`src/design/spu_pkg.sv`:
```
package spu_pkg;
    localparam int DATA_W = 8;
    localparam logic [2:0] BIT_LAST = 3'h7;
    localparam int DONE_BIT = 7;
    localparam int COLL_BIT = 6;
    localparam int FAULT_BIT = 5;
    localparam int OVRN_BIT = 4;
    localparam int SYNC_N = 3;
    localparam int RX_DEPTH = 2;
    localparam logic [1:0] RX_FULL_COUNT = 2'h2;
    localparam logic [7:0] DATA_RESET = 8'h00;
    localparam logic [3:0] FLAGS_RESET = 4'h0;
    localparam int SEL_LEAD_CLKS = 2;
endpackage

```
`src/design/spu_slave_port.sv`:
```
`timescale 1ns/1ps
// Notes on behaviour
// RULE1: enabled non-master unit acts as slave only
// RULE2: eighth bit sets done flag, stores byte
// RULE3: data read returns receive buffer contents
// RULE4: writes go to transmit buffer, then shifter
// RULE5: busy shifter reloads only after byte end
// RULE6: select modes 0,1 give four-wire slave
// RULE7: four-wire: select low means selected
// RULE8: select falling edge clears bit counter
// RULE9: master leads select by two clocks
// RULE10: select modes 0,0 ignore select line; code still faults an enabled master there on select low
// RULE11: three-wire needs a single slave only
// RULE12: three-wire counter cleared by re-enable only
// RULE13: four sticky flags, software clears, interrupt
// RULE14: done flag set after every byte
// RULE15: write to full buffer flags collision, dropped
// RULE16: multi-master select low faults, disables unit; code checks select for a master only in select modes 0,0
// RULE17: unread buffer: overrun flag, new byte dropped
// RULE18: all phase and polarity combinations supported
// RULE19: master matches phase and polarity
// RULE20: disable unit before changing clock settings
// RULE21: clock rate unused in slave mode
// RULE22: master keeps bit rate within limits
// RULE23: pins synchronised before edge detection
module spu_slave_port (
    input wire logic sys_clk,
    input wire logic sys_rst,
    input wire logic sclkPin,
    input wire logic mosiPin,
    input wire logic slaveSelectInN,
    output logic misoOut,
    output logic misoOe,
    input wire logic enableWrite,
    input wire logic enableValue,
    input wire logic masterValue,
    output logic unitEnable,
    output logic masterEnable,
    input wire logic selectModeHi,
    input wire logic selectModeLo,
    input wire logic clockPhaseSel,
    input wire logic clockPolaritySel,
    input wire logic txValid,
    input wire logic [spu_pkg::DATA_W-1:0] txData,
    output logic txReady,
    output logic rxValid,
    output logic [spu_pkg::DATA_W-1:0] rxData,
    input wire logic rxReady,
    input wire logic [spu_pkg::DONE_BIT:spu_pkg::OVRN_BIT] flagClear,
    output logic [spu_pkg::DONE_BIT:spu_pkg::OVRN_BIT] statusFlags,
    input wire logic irqEnable,
    output logic irq
);
    logic [spu_pkg::SYNC_N-1:0] pinRaw;
    logic [spu_pkg::SYNC_N-1:0] syncA_q;
    logic [spu_pkg::SYNC_N-1:0] syncB_q;
    logic sclkPrev_q;
    logic nssPrev_q;
    logic unitEnable_q;
    logic masterEnable_q;
    logic [2:0] bitCount_q;
    logic [7:0] shift_q;
    logic shiftFull_q;
    logic outBit_q;
    logic [7:0] txBuf_q;
    logic txFull_q;
    logic [7:0] rxMem_q [spu_pkg::RX_DEPTH];
    logic rxWr_q;
    logic rxRd_q;
    logic [1:0] rxCount_q;
    logic [spu_pkg::DONE_BIT:spu_pkg::OVRN_BIT] flags_q;
    logic [spu_pkg::DONE_BIT:spu_pkg::OVRN_BIT] flagSet;

    assign pinRaw = {sclkPin, slaveSelectInN, mosiPin};

    // every pin passes two flops; only the second stage is read
    genvar gi;
    generate
        for (gi = 0; gi < spu_pkg::SYNC_N; gi++) begin : g_sync
            always_ff @(posedge sys_clk) begin
                if (sys_rst) begin
                    syncA_q[gi] <= 1'b1;
                    syncB_q[gi] <= 1'b1;
                end else begin
                    syncA_q[gi] <= pinRaw[gi]; // RULE23
                    syncB_q[gi] <= syncA_q[gi]; // RULE23
                end
            end
        end
    endgenerate

    wire sclkS = syncB_q[2];
    wire nssS = syncB_q[1];
    wire mosiS = syncB_q[0];

    wire fourWire = !selectModeHi && selectModeLo; // RULE6
    wire threeWire = !selectModeHi && !selectModeLo; // RULE10
    // the clock-rate setting only matters for a master; timing here follows the far clock
    wire slaveMode = unitEnable_q && !masterEnable_q; // RULE1 RULE21
    wire selected = slaveMode && (threeWire || (fourWire && !nssS)); // RULE7 RULE10

    wire sclkRise = sclkS && !sclkPrev_q;
    wire sclkFall = !sclkS && sclkPrev_q;
    wire leadEdge = clockPolaritySel ? sclkFall : sclkRise; // RULE18
    wire trailEdge = clockPolaritySel ? sclkRise : sclkFall; // RULE18
    wire sampleEv = selected && (clockPhaseSel ? trailEdge : leadEdge); // RULE18
    wire driveEv = selected && (clockPhaseSel ? leadEdge : trailEdge); // RULE18
    wire nssFall = !nssS && nssPrev_q;
    // in three-wire mode only the enable bit can realign the byte boundary
    wire countClear = !unitEnable_q || (fourWire && nssFall); // RULE8 RULE12
    wire byteDone = sampleEv && (bitCount_q == spu_pkg::BIT_LAST); // RULE2
    wire [7:0] rxByte = {shift_q[6:0], mosiS};

    wire rxFull = (rxCount_q == spu_pkg::RX_FULL_COUNT);
    wire rxPush = byteDone && !rxFull;
    wire rxPop = rxValid && rxReady;
    wire txAccept = txValid && !txFull_q;
    wire collision = txValid && txFull_q; // RULE15
    // loading waits for a byte boundary so a half-shifted receive byte is not corrupted
    wire loadShift = unitEnable_q && txFull_q && !shiftFull_q && (bitCount_q == 3'h0) && !sampleEv; // RULE4 RULE5
    wire modeFault = unitEnable_q && masterEnable_q && threeWire && !nssS; // RULE16

    assign txReady = !txFull_q;
    assign rxValid = (rxCount_q != 2'h0);
    assign rxData = rxMem_q[rxRd_q]; // RULE3
    assign misoOe = selected;
    assign misoOut = outBit_q;
    assign unitEnable = unitEnable_q;
    assign masterEnable = masterEnable_q;
    assign statusFlags = flags_q;
    assign irq = irqEnable && (|flags_q); // RULE13

    assign flagSet[spu_pkg::DONE_BIT] = byteDone; // RULE14
    assign flagSet[spu_pkg::COLL_BIT] = collision; // RULE15
    assign flagSet[spu_pkg::FAULT_BIT] = modeFault; // RULE16
    assign flagSet[spu_pkg::OVRN_BIT] = byteDone && rxFull; // RULE17

    always_ff @(posedge sys_clk) begin
        // same level as the synchroniser reset, so no false clock edge follows reset
        if (sys_rst) begin
            sclkPrev_q <= 1'b1;
            nssPrev_q <= 1'b1;
        end else begin
            sclkPrev_q <= sclkS;
            nssPrev_q <= nssS;
        end
    end

    always_ff @(posedge sys_clk) begin
        if (sys_rst) begin
            unitEnable_q <= 1'b0;
            masterEnable_q <= 1'b0;
        end else if (modeFault) begin
            unitEnable_q <= 1'b0; // RULE16
            masterEnable_q <= 1'b0; // RULE16
        end else if (enableWrite) begin
            unitEnable_q <= enableValue;
            masterEnable_q <= masterValue;
        end
    end

    // a set in the same cycle as its clear wins, hardware never clears
    always_ff @(posedge sys_clk) begin
        if (sys_rst) begin
            flags_q <= spu_pkg::FLAGS_RESET;
        end else begin
            flags_q <= (flags_q & ~flagClear) | flagSet; // RULE13
        end
    end

    always_ff @(posedge sys_clk) begin
        if (sys_rst || countClear) begin
            bitCount_q <= 3'h0;
        end else if (sampleEv) begin
            bitCount_q <= bitCount_q + 3'h1; // RULE2
        end
    end

    always_ff @(posedge sys_clk) begin
        if (sys_rst) begin
            shift_q <= spu_pkg::DATA_RESET;
            outBit_q <= 1'b0;
        end else if (loadShift) begin
            shift_q <= txBuf_q; // RULE4
            outBit_q <= txBuf_q[7];
        end else begin
            if (sampleEv) begin
                shift_q <= rxByte;
            end
            if (driveEv) begin
                outBit_q <= shift_q[7];
            end
        end
    end

    always_ff @(posedge sys_clk) begin
        if (sys_rst || !unitEnable_q) begin
            shiftFull_q <= 1'b0;
        end else if (loadShift) begin
            shiftFull_q <= 1'b1;
        end else if (byteDone) begin
            shiftFull_q <= 1'b0; // RULE5
        end
    end

    always_ff @(posedge sys_clk) begin
        if (sys_rst) begin
            txBuf_q <= spu_pkg::DATA_RESET;
            txFull_q <= 1'b0;
        end else if (txAccept) begin
            txBuf_q <= txData; // RULE4
            txFull_q <= 1'b1;
        end else if (loadShift) begin
            txFull_q <= 1'b0;
        end
    end

    // two-entry receive buffer; overrun only when both entries are unread
    always_ff @(posedge sys_clk) begin
        if (sys_rst) begin
            rxMem_q[0] <= spu_pkg::DATA_RESET;
            rxMem_q[1] <= spu_pkg::DATA_RESET;
            rxWr_q <= 1'b0;
            rxRd_q <= 1'b0;
            rxCount_q <= 2'h0;
        end else begin
            if (rxPush) begin
                rxMem_q[rxWr_q] <= rxByte; // RULE2
                rxWr_q <= !rxWr_q;
            end
            if (rxPop) begin
                rxRd_q <= !rxRd_q;
            end
            rxCount_q <= rxCount_q + {1'b0, rxPush} - {1'b0, rxPop};
        end
    end

    done_sets_flag_a: assert property (@(posedge sys_clk) disable iff (sys_rst) // RULE14
        byteDone |=> flags_q[spu_pkg::DONE_BIT])
        else $error("byte end did not set done flag");

    rx_capture_a: assert property (@(posedge sys_clk) disable iff (sys_rst) // RULE2
        byteDone && rxCount_q == 2'h0 |=> rxValid && rxData == $past(rxByte))
        else $error("received byte not stored");

    collision_drop_a: assert property (@(posedge sys_clk) disable iff (sys_rst) // RULE15
        txValid && txFull_q && !loadShift |=> flags_q[spu_pkg::COLL_BIT] && $stable(txBuf_q))
        else $error("collision not flagged or write kept");

    tx_load_a: assert property (@(posedge sys_clk) disable iff (sys_rst) // RULE4
        loadShift |=> shiftFull_q && shift_q == $past(txBuf_q) && outBit_q == $past(txBuf_q[7]))
        else $error("transmit buffer not moved to shifter");

    busy_hold_a: assert property (@(posedge sys_clk) disable iff (sys_rst) // RULE5
        shiftFull_q && !byteDone && unitEnable_q |=> shiftFull_q)
        else $error("shifter reloaded before byte end");

    overrun_keep_a: assert property (@(posedge sys_clk) disable iff (sys_rst) // RULE17
        byteDone && rxFull && !rxPop |=> flags_q[spu_pkg::OVRN_BIT] && rxCount_q == 2'h2
            && rxData == $past(rxData))
        else $error("overrun not handled");

    fault_disable_a: assert property (@(posedge sys_clk) disable iff (sys_rst) // RULE16
        modeFault |=> !unitEnable && !masterEnable && flags_q[spu_pkg::FAULT_BIT])
        else $error("mode fault did not disable unit");

    select_clear_a: assert property (@(posedge sys_clk) disable iff (sys_rst) // RULE8
        fourWire && nssFall |=> bitCount_q == 3'h0)
        else $error("select edge did not clear counter");

    deselect_quiet_a: assert property (@(posedge sys_clk) disable iff (sys_rst) // RULE7
        fourWire && nssS |-> !misoOe && !sampleEv && !driveEv)
        else $error("deselected slave active");

    flag_sticky_a: assert property (@(posedge sys_clk) disable iff (sys_rst) // RULE13
        flags_q[spu_pkg::DONE_BIT] && !flagClear[spu_pkg::DONE_BIT] |=> flags_q[spu_pkg::DONE_BIT])
        else $error("done flag cleared by hardware");

    master_no_shift_a: assert property (@(posedge sys_clk) disable iff (sys_rst) // RULE1
        masterEnable_q |-> !sampleEv && !driveEv && !misoOe)
        else $error("master mode shifted as slave");

    four_wire_sel_a: assert property (@(posedge sys_clk) disable iff (sys_rst) // RULE6
        slaveMode && !selectModeHi && selectModeLo && !nssS |-> misoOe)
        else $error("four-wire slave not selected");

    reenable_clear_a: assert property (@(posedge sys_clk) disable iff (sys_rst) // RULE12
        !unitEnable_q |=> bitCount_q == 3'h0 && !shiftFull_q)
        else $error("disable did not clear bit counter");

    three_wire_hold_a: assert property (@(posedge sys_clk) disable iff (sys_rst) // RULE12
        threeWire && unitEnable_q && !sampleEv |=> $stable(bitCount_q))
        else $error("three-wire counter moved without a bit");

    rx_last_pop_a: assert property (@(posedge sys_clk) disable iff (sys_rst) // RULE3
        rxPop && !rxPush && rxCount_q == 2'h1 |=> !rxValid)
        else $error("receive buffer not empty after last read");

    irq_raise_a: assert property (@(posedge sys_clk) disable iff (sys_rst) // RULE13
        irqEnable && (|flagSet) |=> irq || !irqEnable)
        else $error("flag set without interrupt");
endmodule

```
`config.mk`:
```
export PLATFORM = sky130hd
export DESIGN_NAME = spu_slave_port
export DESIGN_NICKNAME = d
export VERILOG_FILES = /design/src/design/spu_pkg.sv /design/src/design/spu_slave_port.sv
export SDC_FILE = /design/constraint.sdc
export NUM_CORES = 1
export LEC_CHECK = 0
export BUFFER_PORTS_ARGS = -buffer_cell sky130_fd_sc_hd__buf_2
export CAP_MARGIN = 20
export CORE_AREA = 2 2 82 84
export DETAILED_ROUTE_END_ITERATION = 10
export DIE_AREA = 0 0 84 86
export GPL_TIMING_DRIVEN = 0
export MAX_ROUTING_LAYER = met4
export PLACE_DENSITY = 0.71
export SYNTH_ARGS = -nofsm -noshare
export SYNTH_HDL_FRONTEND = slang
export SYNTH_SLANG_ARGS = --single-unit
```
`constraint.sdc`:
```
create_clock -name sys_clk -period 2.95 [get_ports sys_clk]
set_input_delay 0.295 -clock sys_clk [delete_from_list [all_inputs] [get_ports sys_clk]]
set_output_delay 0.295 -clock sys_clk [all_outputs]
set_load 0.1 [all_outputs]
```
==> out/results.txt, run 1 <==
The tools report the type of element launching the critical path as a register. After floorplanning, the core was divided into 29 placement rows. Entering global routing, the biggest net connects 11 pins.

Setup slack closes at 489 ps. The logs give 406 MHz for the maximum frequency from static timing analysis and 2660 ps for the critical path data arrival time. The clock period could shrink to 2460 ps.

The tools report the worst reg2reg path startpoint as bitCount_q[0]. Counting flops with an async set or reset pin after synthesis yields a share of 0%. A synthesized cell averages 10.7 µm². Delay of the slowest cell on the worst path: 420 ps.

The routed design uses 2400 µm of met2 wire. The die covers 7220 µm². After detailed routing, the number of vias per cell comes to 4.81. Reg-to-reg critical path endpoint: rxCount_q[1]. The core area is 6280 µm², and the die height is 86 µm. The congestion estimate from routability-driven global placement came to 0.759. The buffering stage count on the worst path with inverters included works out to 1.

The global-route wire length before repair came out at 8220 µm. In this run the count of I/O pins placed on the die edge is 46. The count of buffers from port buffering is 45. The setup path with the least slack is of type register to register.

For this run, the post-layout net count is 318. STA classifies the critical path endpoint as a register. The tools report the endpoint of the most critical setup path as rxCount_q[1].

The most common cell in the synthesized netlist is dfxtp_1. The flip-flop and latch count after synthesis was 57. The count of final max-slew check failures is 0. Remaining number of nets flagged by the antenna check after routing: 0.

Summing all placed instances gives a cell area of 2770 µm². The signal on the critical path passes through ha_1 > ha_1 > o21ai_0 > or3_1 > ha_1 > inv_1 > ha_1 > xnor2_1 > xnor2_1 > nor2_1. The run gives 0 as the number of antenna violations at the first check in global routing.

The worst slack at placement came out at 489 ps. 0 antenna diodes ended up in the layout. Summing every instance area after synthesis gives 2450 µm². Tracing the worst setup path back leads to its startpoint at bitCount_q[0]. For the leakage power summed over all cells, the log shows 1.25 nW. Grouping stages by cell kind, the critical path spends the most delay in adder cells. The synthesis-to-layout area growth is 20.7%.

Yosys mapped a number of flops with a built-in enable equal to 16. In the synthesized netlist, the cells that appear most often are dfxtp_1 (41), nand2_1 (29), nor2_1 (21). After detailed routing, the met3 layer carries 205 µm of wire. The total grt overflow is 0. Power spread over the standard cell area amounts to 691 nW/µm². The cell sitting at the root of the clock tree is a clkbuf_8.

After clock tree synthesis, the clock-pin slew on the worst setup and hold paths is 70 ps. By area the synthesized netlist is led by dfxtp_1 (34%), edfxtp_1 (20%), mux2i_1 (5.3%). The library cell with the largest summed area after synthesis was dfxtp_1. In this run the number of cells on the critical path is 10. The gate count after technology mapping is 230.

Once the clock tree was built, the setup fixing pass inserted 0 buffers. Gates resized during post-CTS repair numbered 0. The cell depth of the worst flop-to-flop path is 10, and the H-tree level count is 3.

The TritonCTS buffer count came out at 9. Across the run, the number of max-cap violations was 0. Summed over its instances, the top area cell type makes up 33.5% of the synthesized netlist area. Once layout is complete, the cells apart from fillers number 368. The total nets after synthesis was 262. TritonCTS built the clock tree. The type of the most critical hold path was input pin to register.

Wire length per cell: 13.3 µm. The logs give 4 for the count of TritonRoute iterations in the first routing pass and 3150 ps for the data required time at the worst endpoint. The HPWL after detailed placement came out at 3520 µm.

The clock passes through at most 2 buffers. For the post-layout total power, the log shows 2.04 mW. After detailed routing, the number of remaining DRC violations is 0. The final non-filler cell area was 2960 µm². The run gives 1739 as the via count of the first global-routing pass. The fraction of layout cells with a size suffix above 1 is 32.0%. The post-synthesis cell type count came out at 35. Measured against its own limit, the worst slew margin works out to 52.2%. Hold repair after CTS inserted 0 buffers.

For this run, the total global-route usage over all layers was measured as 15.6%. In the finished design, the share of the clock period the worst path needs comes to 83.4%. For the total routed wire length on the met1 layer, the log shows 2220 µm. Routed signal wires occupy layers up through met4. For the worst-skew pair, the clock arrives at the later sink with an insertion delay of 340 ps. The routed layout has 1770 vias. The main flop type after synthesis is dfxtp_1. Among all stages on the critical path, the largest delay is contributed by or3_1.

The clock arrives with 7.24 ps of skew. The run gives 490 ps as the setup slack on the worst flop-to-flop path. The run finished with clean final reports. The number of clock sinks seen by CTS came out at 57.

Setup violations remaining at the end of the flow were counted as 0. For this run, the number of Yosys warnings is 0. The final layout contains routed wiring with a total length of 4910 µm. Counting tap cells, the placed design contains a total of 352 instances. The peak ir drop on the vdd network is 0.000455 V.

The peak fanout along the critical path is 3, and the DRC violation total after the first TritonRoute iteration is 75. For the pin with the worst max-slew slack, the measured transition is 710 ps. The logs give 0 for the number of hold violations in the final report and 0 ps for the setup TNS. For the portion of the post-synthesis area used by sequential elements, the log shows 53.1%. The initial utilization of the core area, before any placement, comes to 39.0%.

The most frequent cell on the critical path is ha_1. The floorplan step set the die width to 84 µm. Setup repair after global routing left no endpoint under its margin.
==> where the power goes <==
part / leakage [nW] / internal [mW] / total, mW / switching, mW
sequential: 0.486 / 0.849 / 0.872 / 0.0229
clock: 0.0877 / 0.379 / 0.684 / 0.305
combinational: 0.679 / 0.120 / 0.488 / 0.368
total: 1.25 / 1.35 / 2.04 / 0.695
==> worst register-to-register path, stage by stage, from the launching register on <==
cell and delay (ps):
dfxtp_1 380, ha_1 180, ha_1 190, o21ai_0 260
or3_1 430, ha_1 290, inv_1 40, ha_1 180
xnor2_1 180, xnor2_1 140, nor2_1 50
==> sequential cells by signal, summed over array words and instances, names as in the netlist, 2 cells and up, named ones only <==
register and count:
rxMem_q 16, rxCount_q 2, txBuf_q 8, shift_q 8
syncA_q 3, bitCount_q 3, statusFlags 4
==> layout by cell type (no fill, tap or decap), types with 9 or more instances in the layout <==
cell type | Yosys | layout
mux2i_1 | 13 | 13
clkbuf_8 | 0 | 9
nand2_1 | 29 | 29
buf_2 | 1 | 46
and2_1 | 17 | 17
or2_2 | 9 | 9
dfxtp_1 | 41 | 41
nor2_1 | 21 | 21
edfxtp_1 | 16 | 16
a21oi_1 | 17 | 17
==> area by class of cell <==
class | instances | area (µm²)
clock buffers | 9 | 124
repair buffers | 45 | 225
inverters | 8 | 30.0
multi-input cells | 156 | 1070
plain buffers | 9 | 50.0
well taps | 77 | 96.3
flip-flops and latches | 57 | 1300
clock inverters | 7 | 61.3
fillers | 619 | 3320
==> per-layer routing <==
layer | vias to the layer above | GRT usage (%)
li1 | 896 | -
met1 | 825 | 17.4
met2 | 39 | 25.3
met3 | 10 | 4.14
met4 | 0 | 8.65
met5 | - | -
==> through the flow <==
step / hold WS, ps / utilization [%]
after detailed placement: 399 / 44.1
after global placement: 392 / 44.1
after CTS: 123 / 47.1
final: 139 / 47.1
after floorplan: 389 / -
after global routing: 141 / 47.1
==> cell families after synthesis <==
family	count (synthesis)	share of synthesized area, %
xor gates and xnor gates	5	2.09
muxes	21	8.99
and+or+nand+nor	94	20.6
DFF	57	53.1
adders and majority gates	5	2.55
AOI/OAI and AO/OA	31	9.35
buffers and inverters	17	3.27
==> how the worst min path moves through the flow <==
stage | slack (ps) | cells after the start | to | from
after global placement | 390 | 1 | sclkS | syncA_q[2]
after detailed placement | 400 | 1 | sclkS | syncA_q[2]
after floorplan | 390 | 1 | mosiS | syncA_q[0]
after CTS | 120 | 2 | syncA_q[1] | slaveSelectInN
after global routing | 140 | 2 | syncA_q[0] | mosiPin
final | 140 | 2 | syncA_q[1] | slaveSelectInN
No activity file was read; power rests on OpenSTA's default activity.
==> run 2: changes to the inputs <==
Settings changed: ABC_AREA set to 1.
Clock period 2.95 ns to 2.4 ns, I/O delays scaled along.
==> out/results.txt, run 2 <==
The logs give 29 (unchanged) for the number of cell rows and 11 (unchanged) for the pin count of the biggest net entering global routing. The power density relative to cell area was 661 nW/µm² (-4.3%); the final critical-path required period was 2030 ps (-429 ps). For the cell-internal power, the log shows 1.43 mW (+6.1%).

Type of the most critical hold path: input pin to register. The area growth from synthesis to layout is 19.7%. Die area: 7220 µm² (unchanged). Total number of yosys warnings: 0 (unchanged). The post-CTS setup-driven buffer insertion count is 0 (unchanged). The peak ir drop on the vdd network came out at 0.000310 V (-32%). The cell family contributing the most delay on the critical path is simple AND/OR/NAND/NOR gates.

The tools report the starting density of the core as 39.2% (+0.16 points). In the synthesized netlist, the cells that appear most often are dfxtp_1 (41), nor2_1 (40), nand2_1 (39). The final worst-path cycle share works out to 84.7% (+1.2 points). The path with the worst hold slack has its endpoint at syncA_q[2].

Number of enable-type register cells in the synthesized netlist: 16 (unchanged). The worst setup path is of the register to register kind. The logs give 1.37 nW (+9.1%) for the leakage power summed over all cells and 0.780 (+2.7%) for the routability-driven placement congestion ratio. The number of clock sinks seen by CTS was 57 (unchanged). The cell depth of the worst flop-to-flop path was 7 (-3). The most numerous cell in the Yosys netlist is dfxtp_1.

The portion of the post-synthesis area used by sequential elements was 52.9% (-0.22 points); the actual transition at the worst max-transition pin was 722 ps (+12.1 ps). Number of hold violations in the final report: 0 (unchanged). The worst register-to-register path ends at rxMem_q[0][3]. The logs give 0 (unchanged) for the number of diodes added for antenna fixing and 349 ps (-140 ps) for the worst slack at placement. Setup repair after global routing left no endpoint under its margin.

The met1 layer usage reported by global route was 18.1% (+0.61 points). The HPWL after detailed placement is 3750 µm (+6.4%). The die span in x is 84 µm (unchanged), and the final cell utilization of the core is 46.9% (-0.20 points). The non-filler instance count after layout is 421 (+14%). The tools report the critical path data arrival time as 1980 ps (-680 ps). Leaving out fill and tap cells, the most frequent cell in the layout is buf_2. The tools report the global-route usage over all layers as 15.3% (-0.21 points). The run gives 0 (unchanged) as the total of endpoints with negative setup slack in the final report. Flip-flop count of the largest register, all copies and words added: 16 (unchanged). Worst clock skew: 7.64 ps (+0.406 ps).

The main flop type after synthesis is dfxtp_1. The tools report the via count of the first global-routing pass as 1859 (+6.9%). Type of destination of the critical path: a register. In the layout the commonest cells are buf_2 (49), nor2_1 (40), nand2_1 (39), dfxtp_1 (39).

More flip-flops sit in one register than any other, and that register is rxMem_q. The logs give 9 (unchanged) for the TritonCTS buffer count and 0 (unchanged) for the hold buffer count at CTS. The DRC violation total after the first TritonRoute iteration was 67 (-11%).

The count of TritonRoute iterations in the first routing pass is 4 (unchanged). The logs give 3 (unchanged) for the H-tree level count and 1.95 mW (-4.7%) for the post-layout total power. The power share of the combinational group was 9.8% (-14 points). The flip-flop and latch count after synthesis was 57 (unchanged); the part of the power in the clock network was 36.9% (+3.5 points).

The tools report the number of filler instances in the final layout as 643 (+3.9%). The residual DRC count was 0 (unchanged). Clock tree synthesis selected as its root buffer the cell clkbuf_8. Ranked by total cell area, the synthesized netlist is headed by dfxtp_1 (33%), edfxtp_1 (20%), nand3_1 (7.7%). The average footprint of a synthesized cell came out at 8.69 µm² (-18%).

The wire length per cell is 11.7 µm (-12%). The share of the synthesized area in the top cell type was 33.4% (-0.14 points). TritonCTS built the clock tree. The worst hold slack was 96.6 ps (-42.5 ps); the maximum frequency from static timing analysis was 492 MHz (+21%). Per-cell via count in the routed design: 4.70 (-2.2%). The signal on the critical path passes through inv_1 > nand3_1 > nand3_1 > nand3_4 > nor2_8 > nand2_2 > o21ai_1. The run finished with clean final reports. The logs give 315 (+20%) for the total nets after synthesis and 53.2% (+10 points) for the power share of the sequential group.

The peak fanout along the critical path is 8 (+5), and the instance count after placement with tap cells included is 405 (+15%). The setup slack on the worst flop-to-flop path was 370 ps (-120 ps). The worst setup path is launched from a register. The buffering stage count on the worst path with inverters included is 1 (unchanged), and the met3 track demand over resource in global routing is 4.04% (-0.096 points).

For the final non-filler cell area, the log shows 2940 µm² (-0.42%). The most frequent cell on the critical path is nand3_1. The number of vias after detailed routing was 1980 (+12%). The area after detailed placement is 2790 µm² (+0.68%), and the area of the mapped netlist is 2460 µm² (+0.41%). The net switching power figure is 0.516 mW (-26%), and the fraction of layout cells with a size suffix above 1 is 25.0% (-7.0 points).

The gate count after technology mapping was 283 (+23%); the count of buffers from port buffering was 45 (unchanged). In this run the most used layer during global routing was met2. The logs give 0 (unchanged) for the number of max-capacitance violations reported and 0 (unchanged) for the count of final max-slew check failures. The worst reg2reg path startpoint was sclkS.

The depth of the worst hold-timing path is 2 (unchanged). The largest registers in the layout are rxMem_q: 16 flops, shift_q: 8 flops, txBuf_q: 8 flops. The logs give 2350 ps (-800 ps) for the data required time at the worst endpoint and 6280 µm² (unchanged) for the core area.

The die height works out to 86 µm (unchanged). The delay of the slowest cell on the worst path came out at 580 ps (+160 ps). The run gives 961 µm² (-10%) as the area of combinational cells with multiple inputs.

For the wire length after detailed routing, the log shows 4930 µm (+0.37%). Library cell with the largest summed area after synthesis: dfxtp_1. The I/O pin count came out at 46 (unchanged). The global-route wire length before repair is 8510 µm (+3.5%). The worst max-slew margin expressed relative to the limit was 51.6% (-0.63 points); the post-CTS resize count was 0 (unchanged).

The post-CTS clock slew at the launch and capture registers of the worst setup and hold paths was 60 ps (about the same). Met2 track utilization from global routing: 24.9% (-0.36 points). The run gives 330 ps (about the same) as the source-to-sink clock delay at the later pin of the worst-skew pair.

The run gives 0 (unchanged) as the total grt overflow. The sequential standard cell area is 1310 µm² (+0.38%). The startpoint identified for the worst hold timing path is sclkPin. The setup slack of the critical path after layout was 368 ps (-121 ps); the number of buffers on the longest clock path was 2 (unchanged).

The largest individual stage delay along the critical path comes from the cell o21ai_1. The share of synthesized registers carrying an async set or reset was 0% (unchanged); the number of antenna violations at the first check in global routing was 0 (unchanged). The post-synthesis cell type count is 28 (-20%). The switching power as a share of total power came out at 26.5% (-7.5 points). For the setup TNS, the log shows 0 ps (unchanged).

The remaining number of nets flagged by the antenna check after routing came out at 0 (unchanged). The number of nets in the layout was 371 (+17%).
[run 2: cell types whose count changed after synthesis, sizes merged, moves of 9 or more]
cell / before / now
nand3: 1 / 41
o21ai: 2 / 11
nand2: 29 / 40
and2: 17 / 0
mux2i: 13 / 1
inv: 8 / 40
nor2: 21 / 41
[run 2: final cells by class]
class                   count  area share (%)
clock inverters             5           0.765
plain buffers               7            1.19
well taps                  77            3.27
multi-input cells         176            32.6
clock buffers              11            4.46
inverters                  43            5.65
repair buffers             45            7.65
flip-flops and latches     57            44.4
[run 2: power by group through the flow]
stage | Clock (mW) | Sequential [mW] | Combinational, mW
2_1_floorplan | 0 | 1.07 | 0.120
3_3_place_gp | 0 | 1.06 | 0.190
3_5_place_dp | 0 | 1.06 | 0.192
4_1_cts | 0.734 | 1.04 | 0.193
5_1_grt | 0.774 | 1.04 | 0.209
6_report | 0.719 | 1.04 | 0.191
[run 2: worst max-delay path by stage]
stage	from	endpoint	slack [ps]	cells past startpoint
after global placement	unitEnable	rxMem_q[0][5]	360	8
after detailed placement	sclkS	rxMem_q[0][5]	350	7
after global routing	sclkS	rxCount_q[1]	160	12
after CTS	sclkS	rxMem_q[0][3]	340	7
after floorplan	unitEnable	rxCount_q[1]	120	13
final	sclkS	rxMem_q[0][3]	370	7
[run 2: routing by layer]
layer | share of wire (%) | up-vias
li1 | - | 1034
met1 | 45 | 894
met2 | 49 | 43
met3 | 4.3 | 9
met4 | 1.8 | 0
met5 | 0 | -
[run 2: cell families after synthesis]
kind of cell / Yosys count / synth area share, %
AOI/OAI and AO/OA: 27 / 5.85
xor gates and xnor gates: 1 / 0.356
adders and majority gates: 5 / 2.54
buffers and inverters: 50 / 8.04
DFF: 57 / 52.9
muxes: 9 / 4.07
and+or+nand+nor: 134 / 26.2
[run 2: worst reg2reg max path: cells and delay by family (launching register included)]
family / cells / cell delay (ps)
buffers and inverters: 1 / 100
AOI/OAI and AO/OA: 1 / 580
DFF: 1 / 330
and+or+nand+nor: 5 / 640
